--- config.mk ---
export PLATFORM = sky130hd
export DESIGN_NAME = scpm_ctrl
export DESIGN_NICKNAME = d
export VERILOG_FILES = /design/src/hdl/scpm_pkg.sv /design/src/hdl/scpm_ctrl.sv /design/src/hdl/scpm_sync2.sv /design/src/hdl/scpm_clk_div.sv
export SDC_FILE = /design/constraint.sdc
export NUM_CORES = 1
export LEC_CHECK = 0
export CAP_MARGIN = 25
export CORE_AREA = 4 4 56 109
export CTS_CLUSTER_SIZE = 8
export DETAILED_ROUTE_END_ITERATION = 10
export DIE_AREA = 0 0 60 113
export DONT_BUFFER_PORTS = 1
export PLACE_DENSITY = 0.73
export SYNTH_ARGS = -nofsm -noshare
export SYNTH_HDL_FRONTEND = slang
export SYNTH_SLANG_ARGS = --single-unit
--- constraint.sdc ---
create_clock -name mclk -period 5.2 [get_ports mclk]
set_clock_uncertainty 0.15 [all_clocks]
set_input_delay 0.52 -clock mclk [delete_from_list [all_inputs] [get_ports mclk]]
set_output_delay 0.52 -clock mclk [all_outputs]
set_load 0.03 [all_outputs]
--- src/hdl/scpm_pkg.sv ---
// Purpose: Shared constants and types for the system clock and power mode controller.
// Assumes: 8-bit register port, mclk at 20 MHz.
// Notes:   Register offsets are local choices; bit positions follow the register layout.
package scpm_pkg;

  // ==========================================================================
  // Register map
  localparam logic [3:0] SCPM_OFS_SYS_CLOCK_CTRL = 4'h0;
  localparam logic [3:0] SCPM_OFS_FAST_RC_CTRL   = 4'h1;
  localparam logic [3:0] SCPM_OFS_CRYSTAL_CTRL   = 4'h2;
  localparam logic [3:0] SCPM_OFS_PWR_STATUS     = 4'h3;

  // ==========================================================================
  // Field positions
  localparam int SCPM_BIT_HS_SOURCE_SEL     = 3;
  localparam int SCPM_BIT_FAST_KEEP_ON      = 1;
  localparam int SCPM_BIT_SLOW_KEEP_ON      = 0;
  localparam int SCPM_BIT_FAST_RC_STABLE    = 1;
  localparam int SCPM_BIT_FAST_RC_ENABLE    = 0;
  localparam int SCPM_BIT_CRYSTAL_RANGE     = 2;
  localparam int SCPM_BIT_CRYSTAL_SPARE     = 1;
  localparam int SCPM_BIT_CRYSTAL_ENABLE    = 0;
  localparam int SCPM_BIT_POWER_DOWN_FLAG   = 0;
  localparam int SCPM_BIT_WDT_TIMEOUT_FLAG  = 1;

  // ==========================================================================
  // Reset values
  localparam logic [7:0] SCPM_RST_SYS_CLOCK_CTRL = 8'h00;
  localparam logic [7:0] SCPM_RST_FAST_RC_CTRL   = 8'h01;
  localparam logic [7:0] SCPM_RST_CRYSTAL_CTRL   = 8'h00;

  // ==========================================================================
  // Timing
  localparam int SCPM_CLK_HZ            = 20_000_000;
  localparam int SCPM_FAST_RC_SETTLE_US = 16;
  localparam int SCPM_FAST_RC_SETTLE_CYC =
    (SCPM_FAST_RC_SETTLE_US * (SCPM_CLK_HZ / 1_000_000) < 1) ? 1 :
    SCPM_FAST_RC_SETTLE_US * (SCPM_CLK_HZ / 1_000_000);
  localparam int SCPM_SYS_CLK_DIV       = 2;

  // ==========================================================================
  // Types
  typedef enum logic [2:0] {
    SCPM_FAST,
    SCPM_SLEEP,
    SCPM_IDLE_SUB,
    SCPM_IDLE_BOTH,
    SCPM_IDLE_FAST,
    SCPM_WAKE_WAIT
  } scpm_mode_t;

  typedef struct packed {
    logic cpu_run;
    logic sys_clk_en;
    logic fast_clk_en;
    logic sub_clk_en;
    logic slow_rc_en;
  } scpm_clk_gates_t;

endpackage : scpm_pkg

--- src/hdl/scpm_ctrl.sv ---
// Purpose: System clock selection and halt power-mode control with three control registers.
// Assumes: CPU raises halt_req for one cycle when it executes halt; wake sources are pins
//          or same-clock pulses as marked on the ports.
// Notes:   Oscillators are modelled by enables; fast RC stability is a settle counter, crystal readiness an input.
// ============================================================================
module scpm_ctrl
  import scpm_pkg::*;
#(
  parameter int SETTLE_CYC = SCPM_FAST_RC_SETTLE_CYC,
  parameter int PORTA_W    = 8
) (
  input  wire logic               mclk,
  input  wire logic               resetn,
  input  wire logic [3:0]         reg_addr,
  input  wire logic [7:0]         reg_wdata,
  input  wire logic               reg_wr,
  input  wire logic               reg_rd,
  output logic      [7:0]         reg_rdata,
  input  wire logic               halt_req,
  input  wire logic               wdt_enabled,
  input  wire logic               wdt_overflow,
  input  wire logic               wdt_clear_instr,
  input  wire logic               sys_irq,
  input  wire logic [PORTA_W-1:0] porta_pin,
  input  wire logic [PORTA_W-1:0] porta_wake_en,
  input  wire logic               crystal_pins_en,
  input  wire logic               crystal_ready,
  output scpm_clk_gates_t         clk_gates,
  output logic                    sys_clk_tick,
  output logic                    hs_source_sel,
  output logic                    fast_rc_on,
  output logic                    crystal_on,
  output logic                    crystal_drive_range,
  output logic                    wdt_counter_clear,
  output logic                    power_down_flag,
  output logic                    watchdog_timeout_flag,
  output scpm_mode_t              mode
);

  // ==========================================================================
  // Registers
  logic [7:0]         scc_reg, scc_next;
  logic [7:0]         frc_reg, frc_next;
  logic [7:0]         xtc_reg, xtc_next;
  logic               pdf_reg, pdf_next;
  logic               to_reg, to_next;
  logic [7:0]         rdata_reg, rdata_next;
  logic [15:0]        settle_reg, settle_next;
  logic               wclr_reg, wclr_next;
  scpm_mode_t         mode_reg, mode_next;
  logic [PORTA_W-1:0] porta_s;
  logic [PORTA_W-1:0] porta_prev_reg;
  logic               xtal_pins_s;
  logic               xtal_ready_s;
  logic               wake;
  logic               frc_stable;
  logic               hs_run;

  // ==========================================================================
  // Synchronisers
  // Pins and the crystal status come from outside mclk, so only the second flop
  // of each pair is ever read by the logic below.
  for (genvar i = 0; i < PORTA_W; i++) begin : g_pa
    scpm_sync2 u_sync (
      .mclk   (mclk),
      .resetn (resetn),
      .d_in   (porta_pin[i]),
      .q_out  (porta_s[i])
    );
  end

  scpm_sync2 u_sync_xpin (
    .mclk   (mclk),
    .resetn (resetn),
    .d_in   (crystal_pins_en),
    .q_out  (xtal_pins_s)
  );

  scpm_sync2 u_sync_xrdy (
    .mclk   (mclk),
    .resetn (resetn),
    .d_in   (crystal_ready),
    .q_out  (xtal_ready_s)
  );

  function automatic logic wr_hit(input logic [3:0] ofs);
    return reg_wr && (reg_addr == ofs);
  endfunction

  // Picks the power-down mode from the keep-on bits as they stand at halt.
  function automatic scpm_mode_t halt_mode(input logic fast_keep, input logic slow_keep);
    case ({fast_keep, slow_keep})
      2'b00:   return SCPM_SLEEP;
      2'b01:   return SCPM_IDLE_SUB;
      2'b11:   return SCPM_IDLE_BOTH;
      default: return SCPM_IDLE_FAST;
    endcase
  endfunction

  // ==========================================================================
  // Wake sources
  // The pin flops reset low while idle pins sit high, so the first edges after
  // reset are rising ones and cannot wake the block by mistake.
  // Falling edge on an enabled synchronised port A pin, the interrupt or a watchdog overflow.
  assign wake = (|(porta_prev_reg & ~porta_s & porta_wake_en)) || sys_irq
                || wdt_overflow;

  assign frc_stable = frc_reg[SCPM_BIT_FAST_RC_STABLE];

  // ==========================================================================
  // Register and mode next state
  always_comb begin
    scc_next    = scc_reg;
    frc_next    = frc_reg;
    xtc_next    = xtc_reg;
    pdf_next    = pdf_reg;
    to_next     = to_reg;
    settle_next = settle_reg;
    mode_next   = mode_reg;
    wclr_next   = 1'b0;
    rdata_next  = 8'h00;

    if (wr_hit(SCPM_OFS_SYS_CLOCK_CTRL)) begin
      scc_next[SCPM_BIT_HS_SOURCE_SEL] = reg_wdata[SCPM_BIT_HS_SOURCE_SEL];
      scc_next[SCPM_BIT_FAST_KEEP_ON]  = reg_wdata[SCPM_BIT_FAST_KEEP_ON];
      scc_next[SCPM_BIT_SLOW_KEEP_ON]  = reg_wdata[SCPM_BIT_SLOW_KEEP_ON];
    end
    if (wr_hit(SCPM_OFS_FAST_RC_CTRL)) begin
      frc_next[SCPM_BIT_FAST_RC_ENABLE] = reg_wdata[SCPM_BIT_FAST_RC_ENABLE];
      if (reg_wdata[SCPM_BIT_FAST_RC_ENABLE]) begin
        // Every enabling write restarts the settle so software sees a fresh flag.
        frc_next[SCPM_BIT_FAST_RC_STABLE] = 1'b0;
        settle_next = 16'(SETTLE_CYC);
      end
    end
    if (wr_hit(SCPM_OFS_CRYSTAL_CTRL)) begin
      xtc_next[SCPM_BIT_CRYSTAL_ENABLE] = reg_wdata[SCPM_BIT_CRYSTAL_ENABLE];
      xtc_next[SCPM_BIT_CRYSTAL_SPARE]  = reg_wdata[SCPM_BIT_CRYSTAL_SPARE];
      // The range is locked against a running crystal, since changing the drive
      // in mid oscillation can upset its amplitude.
      if (!(xtal_pins_s && xtc_reg[SCPM_BIT_CRYSTAL_ENABLE])) begin
        xtc_next[SCPM_BIT_CRYSTAL_RANGE] = reg_wdata[SCPM_BIT_CRYSTAL_RANGE];
      end
    end

    // Fast RC settle counter; it only advances while the oscillator is running.
    // The enable is taken from its next value so that a disabling write never
    // leaves the stable flag raised for a cycle behind it.
    if (!frc_next[SCPM_BIT_FAST_RC_ENABLE] || !fast_rc_on) begin
      frc_next[SCPM_BIT_FAST_RC_STABLE] = 1'b0;
      settle_next = 16'(SETTLE_CYC);
    end else if (wr_hit(SCPM_OFS_FAST_RC_CTRL)) begin
      // An enabling write restarts the count, whatever it had reached.
      settle_next = 16'(SETTLE_CYC);
    end else if (settle_reg != 16'h0000) begin
      settle_next = settle_reg - 16'h0001;
    end else begin
      frc_next[SCPM_BIT_FAST_RC_STABLE] = 1'b1;
    end

    if (wdt_clear_instr) begin
      pdf_next = 1'b0;
    end
    if (wdt_overflow && mode_reg != SCPM_FAST) begin
      to_next = 1'b1;
    end

    case (mode_reg)
      SCPM_FAST: begin
        if (halt_req) begin
          // Keep-on bits are taken as they stand when halt executes.
          mode_next = halt_mode(scc_reg[SCPM_BIT_FAST_KEEP_ON],
                                scc_reg[SCPM_BIT_SLOW_KEEP_ON]);
          pdf_next  = 1'b1;
          to_next   = 1'b0;
          wclr_next = 1'b1;
        end
      end
      SCPM_SLEEP, SCPM_IDLE_SUB, SCPM_IDLE_BOTH, SCPM_IDLE_FAST: begin
        if (wake) begin
          mode_next = SCPM_WAKE_WAIT;
        end
      end
      SCPM_WAKE_WAIT: begin
        if (hs_source_sel ? xtal_ready_s : frc_stable) begin
          mode_next = SCPM_FAST;
        end
      end
      default: mode_next = SCPM_FAST;
    endcase

    // Read data is zero outside the cycle after a read, so an OR of several
    // register slaves on one bus stays clean.
    if (reg_rd) begin
      case (reg_addr)
        SCPM_OFS_SYS_CLOCK_CTRL: rdata_next = scc_reg & 8'h0B;
        SCPM_OFS_FAST_RC_CTRL:   rdata_next = frc_reg & 8'h03;
        SCPM_OFS_CRYSTAL_CTRL:   rdata_next = xtc_reg & 8'h07;
        SCPM_OFS_PWR_STATUS:     rdata_next = {6'h00, to_reg, pdf_reg};
        default:                 rdata_next = 8'h00;
      endcase
    end
  end

  always_ff @(posedge mclk or negedge resetn) begin
    if (!resetn) begin
      scc_reg        <= SCPM_RST_SYS_CLOCK_CTRL;
      frc_reg        <= SCPM_RST_FAST_RC_CTRL;
      xtc_reg        <= SCPM_RST_CRYSTAL_CTRL;
      pdf_reg        <= 1'b0;
      to_reg         <= 1'b0;
      settle_reg     <= 16'(SETTLE_CYC);
      wclr_reg       <= 1'b0;
      rdata_reg      <= 8'h00;
      mode_reg       <= SCPM_FAST;
      porta_prev_reg <= '0;
    end else begin
      scc_reg        <= scc_next;
      frc_reg        <= frc_next;
      xtc_reg        <= xtc_next;
      pdf_reg        <= pdf_next;
      to_reg         <= to_next;
      settle_reg     <= settle_next;
      wclr_reg       <= wclr_next;
      rdata_reg      <= rdata_next;
      mode_reg       <= mode_next;
      porta_prev_reg <= porta_s;
    end
  end

  // ==========================================================================
  // Clock gating per mode
  always_comb begin
    clk_gates = '0;
    case (mode_reg)
      // Wake wait runs every clock so the fast RC can settle, but the CPU stays
      // stopped until the selected source is ready.
      SCPM_FAST, SCPM_WAKE_WAIT: begin
        clk_gates = '{cpu_run: (mode_reg == SCPM_FAST), sys_clk_en: 1'b1,
                      fast_clk_en: 1'b1, sub_clk_en: 1'b1, slow_rc_en: 1'b1};
      end
      SCPM_SLEEP: clk_gates.slow_rc_en = wdt_enabled;
      SCPM_IDLE_SUB: begin
        clk_gates.sub_clk_en = 1'b1;
        clk_gates.slow_rc_en = 1'b1;
      end
      SCPM_IDLE_BOTH: begin
        clk_gates = '{cpu_run: 1'b0, sys_clk_en: 1'b1, fast_clk_en: 1'b1,
                      sub_clk_en: 1'b1, slow_rc_en: 1'b1};
      end
      SCPM_IDLE_FAST: begin
        clk_gates = '{cpu_run: 1'b0, sys_clk_en: 1'b1, fast_clk_en: 1'b1,
                      sub_clk_en: 1'b0, slow_rc_en: 1'b1};
      end
      default: clk_gates = '0;
    endcase
  end

  // The CPU stalls on the halt instruction while cpu_run is low.
  assign hs_run = clk_gates.fast_clk_en;

  // ==========================================================================
  // System clock divider

  scpm_clk_div #(
    .DIV (SCPM_SYS_CLK_DIV)
  ) u_div (
    .mclk   (mclk),
    .resetn (resetn),
    .run    (hs_run && clk_gates.sys_clk_en),
    .tick   (sys_clk_tick)
  );

  assign hs_source_sel       = scc_reg[SCPM_BIT_HS_SOURCE_SEL];
  // Oscillators stop in halt unless the fast keep-on bit holds them.
  assign fast_rc_on          = frc_reg[SCPM_BIT_FAST_RC_ENABLE] && hs_run;
  assign crystal_on          = xtc_reg[SCPM_BIT_CRYSTAL_ENABLE] && hs_run;
  assign crystal_drive_range = xtc_reg[SCPM_BIT_CRYSTAL_RANGE];
  assign wdt_counter_clear   = wclr_reg;
  assign power_down_flag     = pdf_reg;
  assign watchdog_timeout_flag = to_reg;
  assign reg_rdata           = rdata_reg;
  assign mode                = mode_reg;

endmodule // scpm_ctrl

--- src/hdl/scpm_sync2.sv ---
// Purpose: Two-flop synchroniser for a level from outside the mclk domain.
// Assumes: Input is a slow level.
// Notes:   Only the second flop is visible to logic.
module scpm_sync2 (
  input  wire logic mclk,
  input  wire logic resetn,
  input  wire logic d_in,
  output logic      q_out
);

  logic meta_reg;
  logic q_reg;

  always_ff @(posedge mclk or negedge resetn) begin
    if (!resetn) begin
      meta_reg <= 1'b0;
      q_reg    <= 1'b0;
    end else begin
      meta_reg <= d_in;
      q_reg    <= meta_reg;
    end
  end

  assign q_out = q_reg;

endmodule // scpm_sync2

--- src/hdl/scpm_clk_div.sv ---
// Purpose: Divides the selected high-speed clock rate into a system clock enable.
// Assumes: Enable input is high while the high-speed clock runs.
// Notes:   One-cycle pulse every DIV cycles; the counter restarts when stopped.
module scpm_clk_div #(
  parameter int DIV = 2
) (
  input  wire logic mclk,
  input  wire logic resetn,
  input  wire logic run,
  output logic      tick
);

  logic [7:0] cnt_reg;
  logic [7:0] cnt_next;

  always_comb begin
    cnt_next = cnt_reg;
    if (!run) begin
      cnt_next = 8'h00;
    end else if (cnt_reg == 8'(DIV - 1)) begin
      cnt_next = 8'h00;
    end else begin
      cnt_next = cnt_reg + 8'h01;
    end
  end

  always_ff @(posedge mclk or negedge resetn) begin
    if (!resetn) begin
      cnt_reg <= 8'h00;
    end else begin
      cnt_reg <= cnt_next;
    end
  end

  assign tick = run && (cnt_reg == 8'(DIV - 1));

endmodule // scpm_clk_div

# == Yosys cells after proc, flatten, opt, wreduce, memory -nomap -nowiden ==
# Cells that the tools add are included.
# word_totals
elab_cells,109
reg_bits,74
output_inout_bits,24
input_bits,39
# op_classes
muxes,29
n_reduce_logical,28
addsub,2
bitwise_logic,4
eq_ne,14
# op_table
op,n
$mux 16,3
$pmux 3 s3,2
$and 8x8->8,2
$mux 8,2
$pmux 4 s4,1
$reduce_bool 16->1,1
$sub 16x1->16 const B,1
$mux 1,14
$logic_and 1x1->1,9
$mux 3,3
$add 8x1->8 const B,1
$eq 4x2->1 const B,2
$eq 8x1->1 const B,1
$not 8->8,1
$reduce_or 4->1,2
$reduce_or 8->1,1
$eq 3x2->1 const B,2
$eq 3x3->1 const B,2
$ne 2x2->1 const B,3
$pmux 3 s2,1
$reduce_bool 3->1,2
$reduce_or 5->1,1
$eq 4x1->1 const B,1
$logic_not 4->1,1
other kinds (14),18

# == Depth between registers and ports, before layout ==
# logic_depth
ltp_word,8
depth_mapped,7

# == By module ==
# Synthesis repeated with hierarchy kept, for this count alone.
# unflattened
cells_unflattened,265
hier_area_um2,2991.6
# modules_own_cells
mod,n_inst,cells_per_inst,area_per_inst_um2,seq_area_each_um2
scpm_ctrl,1,206,2078.2,1054.8
scpm_sync2,10,2,50.0,50.0
scpm_clk_div,1,39,412.9,200.2

# == Least setup slack after synthesis ==
# OpenSTA, ideal clock, no wires.
# synth_path
path_kind,flip-flop to output port
start,"register mode_reg[1], in the netlist mode[1]"
end,output port clk_gates[0] (netlist bit)
stages_incl_launch_ff,4
required_ns,4.530
n_path_buf,1
arrival_time_ns,1.568
setup_slack_ns,2.962
path_cell_list,dfrtp_1 > clkbuf_1 > nor2_1 > a21boi_0
# synth_rtl
item,line_no,text
from (decl),scpm_ctrl.sv:50,"scpm_mode_t mode_reg, mode_next;"
from (signal assigned),scpm_ctrl.sv:226,mode_reg <= mode_next;
to (decl),scpm_ctrl.sv:28,"output scpm_clk_gates_t clk_gates,"

==> qor.tcl <==
set qor(status) {complete, no violations}
set qor(drt_iter0_drc) 78
set qor(synth_enable_flop_cells) 0
set qor(hold_viol) 0
set qor(ctsResizeCount) 0
set qor(synth-seq-area-share_pct) 57.7
set qor(vias_per_cell) 5.88
set qor(period_share_pct) 58.2
set qor(gp_congestion) 0.814
set qor(finalMaxSlewViolations) 0
set qor(yosys.cell_count.top_type) {dfrtp_1}
set qor(p_leak_nw) 1.48
set qor(setup_ws_ns) 2.18
set qor(timing.critical_path.buf_inv) 1
set qor(n_antenna_cell) 0
set qor(timing.critical_path.cells) {nor2b_1 > xor2_1 > inv_1 > and2_1}
set qor(synthDominantCellAreaShare_pct) 55.1
set qor(timing.hold.ws_ns) 0.0422
set qor(synth.distinct_cells) 46
set qor(yosys-top-cells-area) {dfrtp_1 55%, nor2_1 2.8%, a21oi_1 2.6%}
set qor(cts_made_buffers) 9
set qor(max_slew_margin_pct) 32.9
set qor(gr-usage-all-layers_pct) 18.0
set qor(synth-seq-cells) 70
set qor(boundaryPins) 63
set qor(yosysWarnings) 0
set qor(clkLatencyLatePin_ns) 0.35
set qor(final_layout_size_suffix_gt1_share_pct) 12.3
set qor(vdd_drop_max_mv) 0.328
set qor(grt_pass1_vias) 2027
set qor(aggregate_routed_wire_length_mm) 5.60
set qor(largest_net_degree_at_the_start_of_global_routing) 71
set qor(final_nets) 324
set qor(detailroute.via_count) 2023
set qor(synth.largest_area_cell) {dfrtp_1}
set qor(grt_first_pass_wirelength_mm) 9.12
set qor(clk_transition_reported_paths_ns) 0.08
set qor(die_width_um) 60
set qor(timing.max_cap.violations) 0
set qor(synthFlopType) {dfrtp_1}
set qor(root_buffer) {clkbuf_8}
set qor(die_y_um) 113
set qor(setup_violations) 0
set qor(largest_register_ff_count) 16
set qor(crit_family) {simple AND/OR/NAND/NOR gates}
set qor(antenna_violating_nets_left) 0
set qor(num_rows) 38
set qor(slowest_delay_ns) 0.61
set qor(final_period_minus_worst_setup_slack_ns) 3.02
set qor(core_area_um2) 5330
set qor(die-area_um2) 6780
set qor(avgRoutedWirePerCell_um) 16.3
set qor(syn-cell-area_um2) 3040
set qor(dpl_worst_slack_ns) 2.55
set qor(rsz0062_at_grt) {false}
set qor(clock_tree.htree_level_count) 3
set qor(layout-area-overhead-vs-synth_pct) 9.33
set qor(initial_utilization_pct) 57.2
set qor(clockBufferDepth) 2
set qor(worstHoldPathType) {in2reg}
set qor(transition_time_of_the_tightest_slew_check_pin_ns) 0.997
set qor(synth.top_cells.by_count) {67 x dfrtp_1, 23 x nor2_1, 17 x nand2_1, 16 x a21oi_1, 12 x inv_1}
set qor(drt-pass1-iter-count) 4
set qor(power.density_nw_per_um2) 456
set qor(cp_data_arrival_time_ns) 2.35
set qor(critPathKind) {reg2out}
set qor(cts_hold_buffers) 2
set qor(syn_area_per_cell_um2) 11.1
set qor(clock-sinks) 70
set qor(setup_tns_ns) 0
set qor(place_hpwl_mm) 3.90
set qor(worstPathRequired_ns) 4.53
set qor(achievable-frequency_ghz) 0.331
set qor(synthesis.instances) 274
set qor(tritoncts) {built}
set qor(cp-start-kind) {flip-flop}
set qor(drt_drc_violations_left) 0
set qor(cts_setup_buffers) 0
set qor(cp_slowest_cell) {dfrtp_1}
set qor(antenna_violations_before_repair) 0
set qor(fillers) 416
set qor(port-buffer-count) 0
set qor(path_max_fanout) 7
set qor(overflow) 0
set qor(async_flop_share_pct) 100
set qor(critical_path.endpoint_type) {output port}
[cell type report]
type	count	area (um^2)	area share, %
tap	60	75.1	2.26
clock buffer	10	138	4.14
timing repair buffer	2	37.5	1.13
clock inverter	6	93.8	2.82
sequential	70	1760	52.7
multi-input combinational	184	1180	35.6
inverter	12	45.0	1.35
[final timing paths]
kind / startpoint / to / slack (ns) / cells after the start
setup / recovery: mode[0] / crystal_on / 2.18 / 4
hold / removal: porta_pin[6] / g_pa[6].u_sync.meta_reg / 0.04 / 0
setup reg to reg: mode[0] / settle_reg[8] / 2.68 / 5
hold reg to reg: g_pa[1].u_sync.meta_reg / g_pa[1].u_sync.q_out / 0.20 / 0
max in group asynchronous: resetn / frc_reg[0] / 4.03 / 2
min in group asynchronous: resetn / porta_prev_reg[1] / 0.55 / 2
[cell usage in the layout, fill, tap and decap left out, types with 2 or more instances in the layout]
master	instances
nor4b_1	2
inv_1	12
bufinv_16	2
or3b_2	2
nor4_1	5
nand4_1	5
conb_1	4
nor3_1	9
dfstp_2	3
ha_1	6
and2_1	2
xor2_1	7
nor4_2	2
nand3b_1	7
a21oi_1	16
nor2b_1	7
nor2_1	23
xnor2_1	3
o21ai_0	11
clkinv_4	2
or3_1	8
nand3_1	10
clkbuf_8	10
a211oi_1	2
dfrtp_1	67
and3_1	5
nand2_1	17
o41ai_1	2
mux2i_1	6
mux2_2	7
[through the flow]
step | instances | cell area (um^2) | utilization [%] | power (mW)
after global placement | 326 | 3060 | 57.4 | 1.00
after floorplan | 277 | 3060 | - | 0.961
final | 344 | 3330 | 62.5 | 1.52
after global routing | 344 | 3330 | 62.5 | 1.60
after CTS | 344 | 3330 | 62.5 | 1.53
after detailed placement | 326 | 3060 | 57.4 | 1.01
[metal layers]
layer | share of wire [%] | vias to the layer above | global-route usage (%)
met3 | 7.0 | 11 | 6.62
met5 | 0 | - | 0
met4 | 2.3 | 0 | 8.28
met1 | 42 | 982 | 22.3
met2 | 48 | 62 | 27.4
li1 | - | 968 | -
[kinds of logic (layout without fill, tap and decap cells)]
family	Yosys count	after routing	share of synthesized area [%]
flip-flops	70	70	57.7
adder cells (fa/ha/maj)	6	6	2.47
AND/OR/NAND/NOR	112	112	21.0
AO/OA/AOI/OAI	39	39	7.52
other	1	4	0.123
XOR/XNOR	10	10	2.88
multiplexers	13	13	4.56
buffers and inverters	23	30	3.82
[power breakdown]
| group | internal (mW) | switching [mW] |
|---|---|---|
| Sequential | 0.611 | 0.0926 |
| Clock | 0.286 | 0.212 |
| Combinational | 0.121 | 0.196 |
| Total | 1.02 | 0.500 |
[worst register-to-register path, delay by kind of cell (launching register included)]
kind | cells | cell delay (ns)
DFF | 1 | 0.61
buffers and inverters | 1 | 0.30
and+or+nand+nor | 3 | 1.22
muxes | 1 | 0.17
No activity file was read; power rests on OpenSTA's default activity.
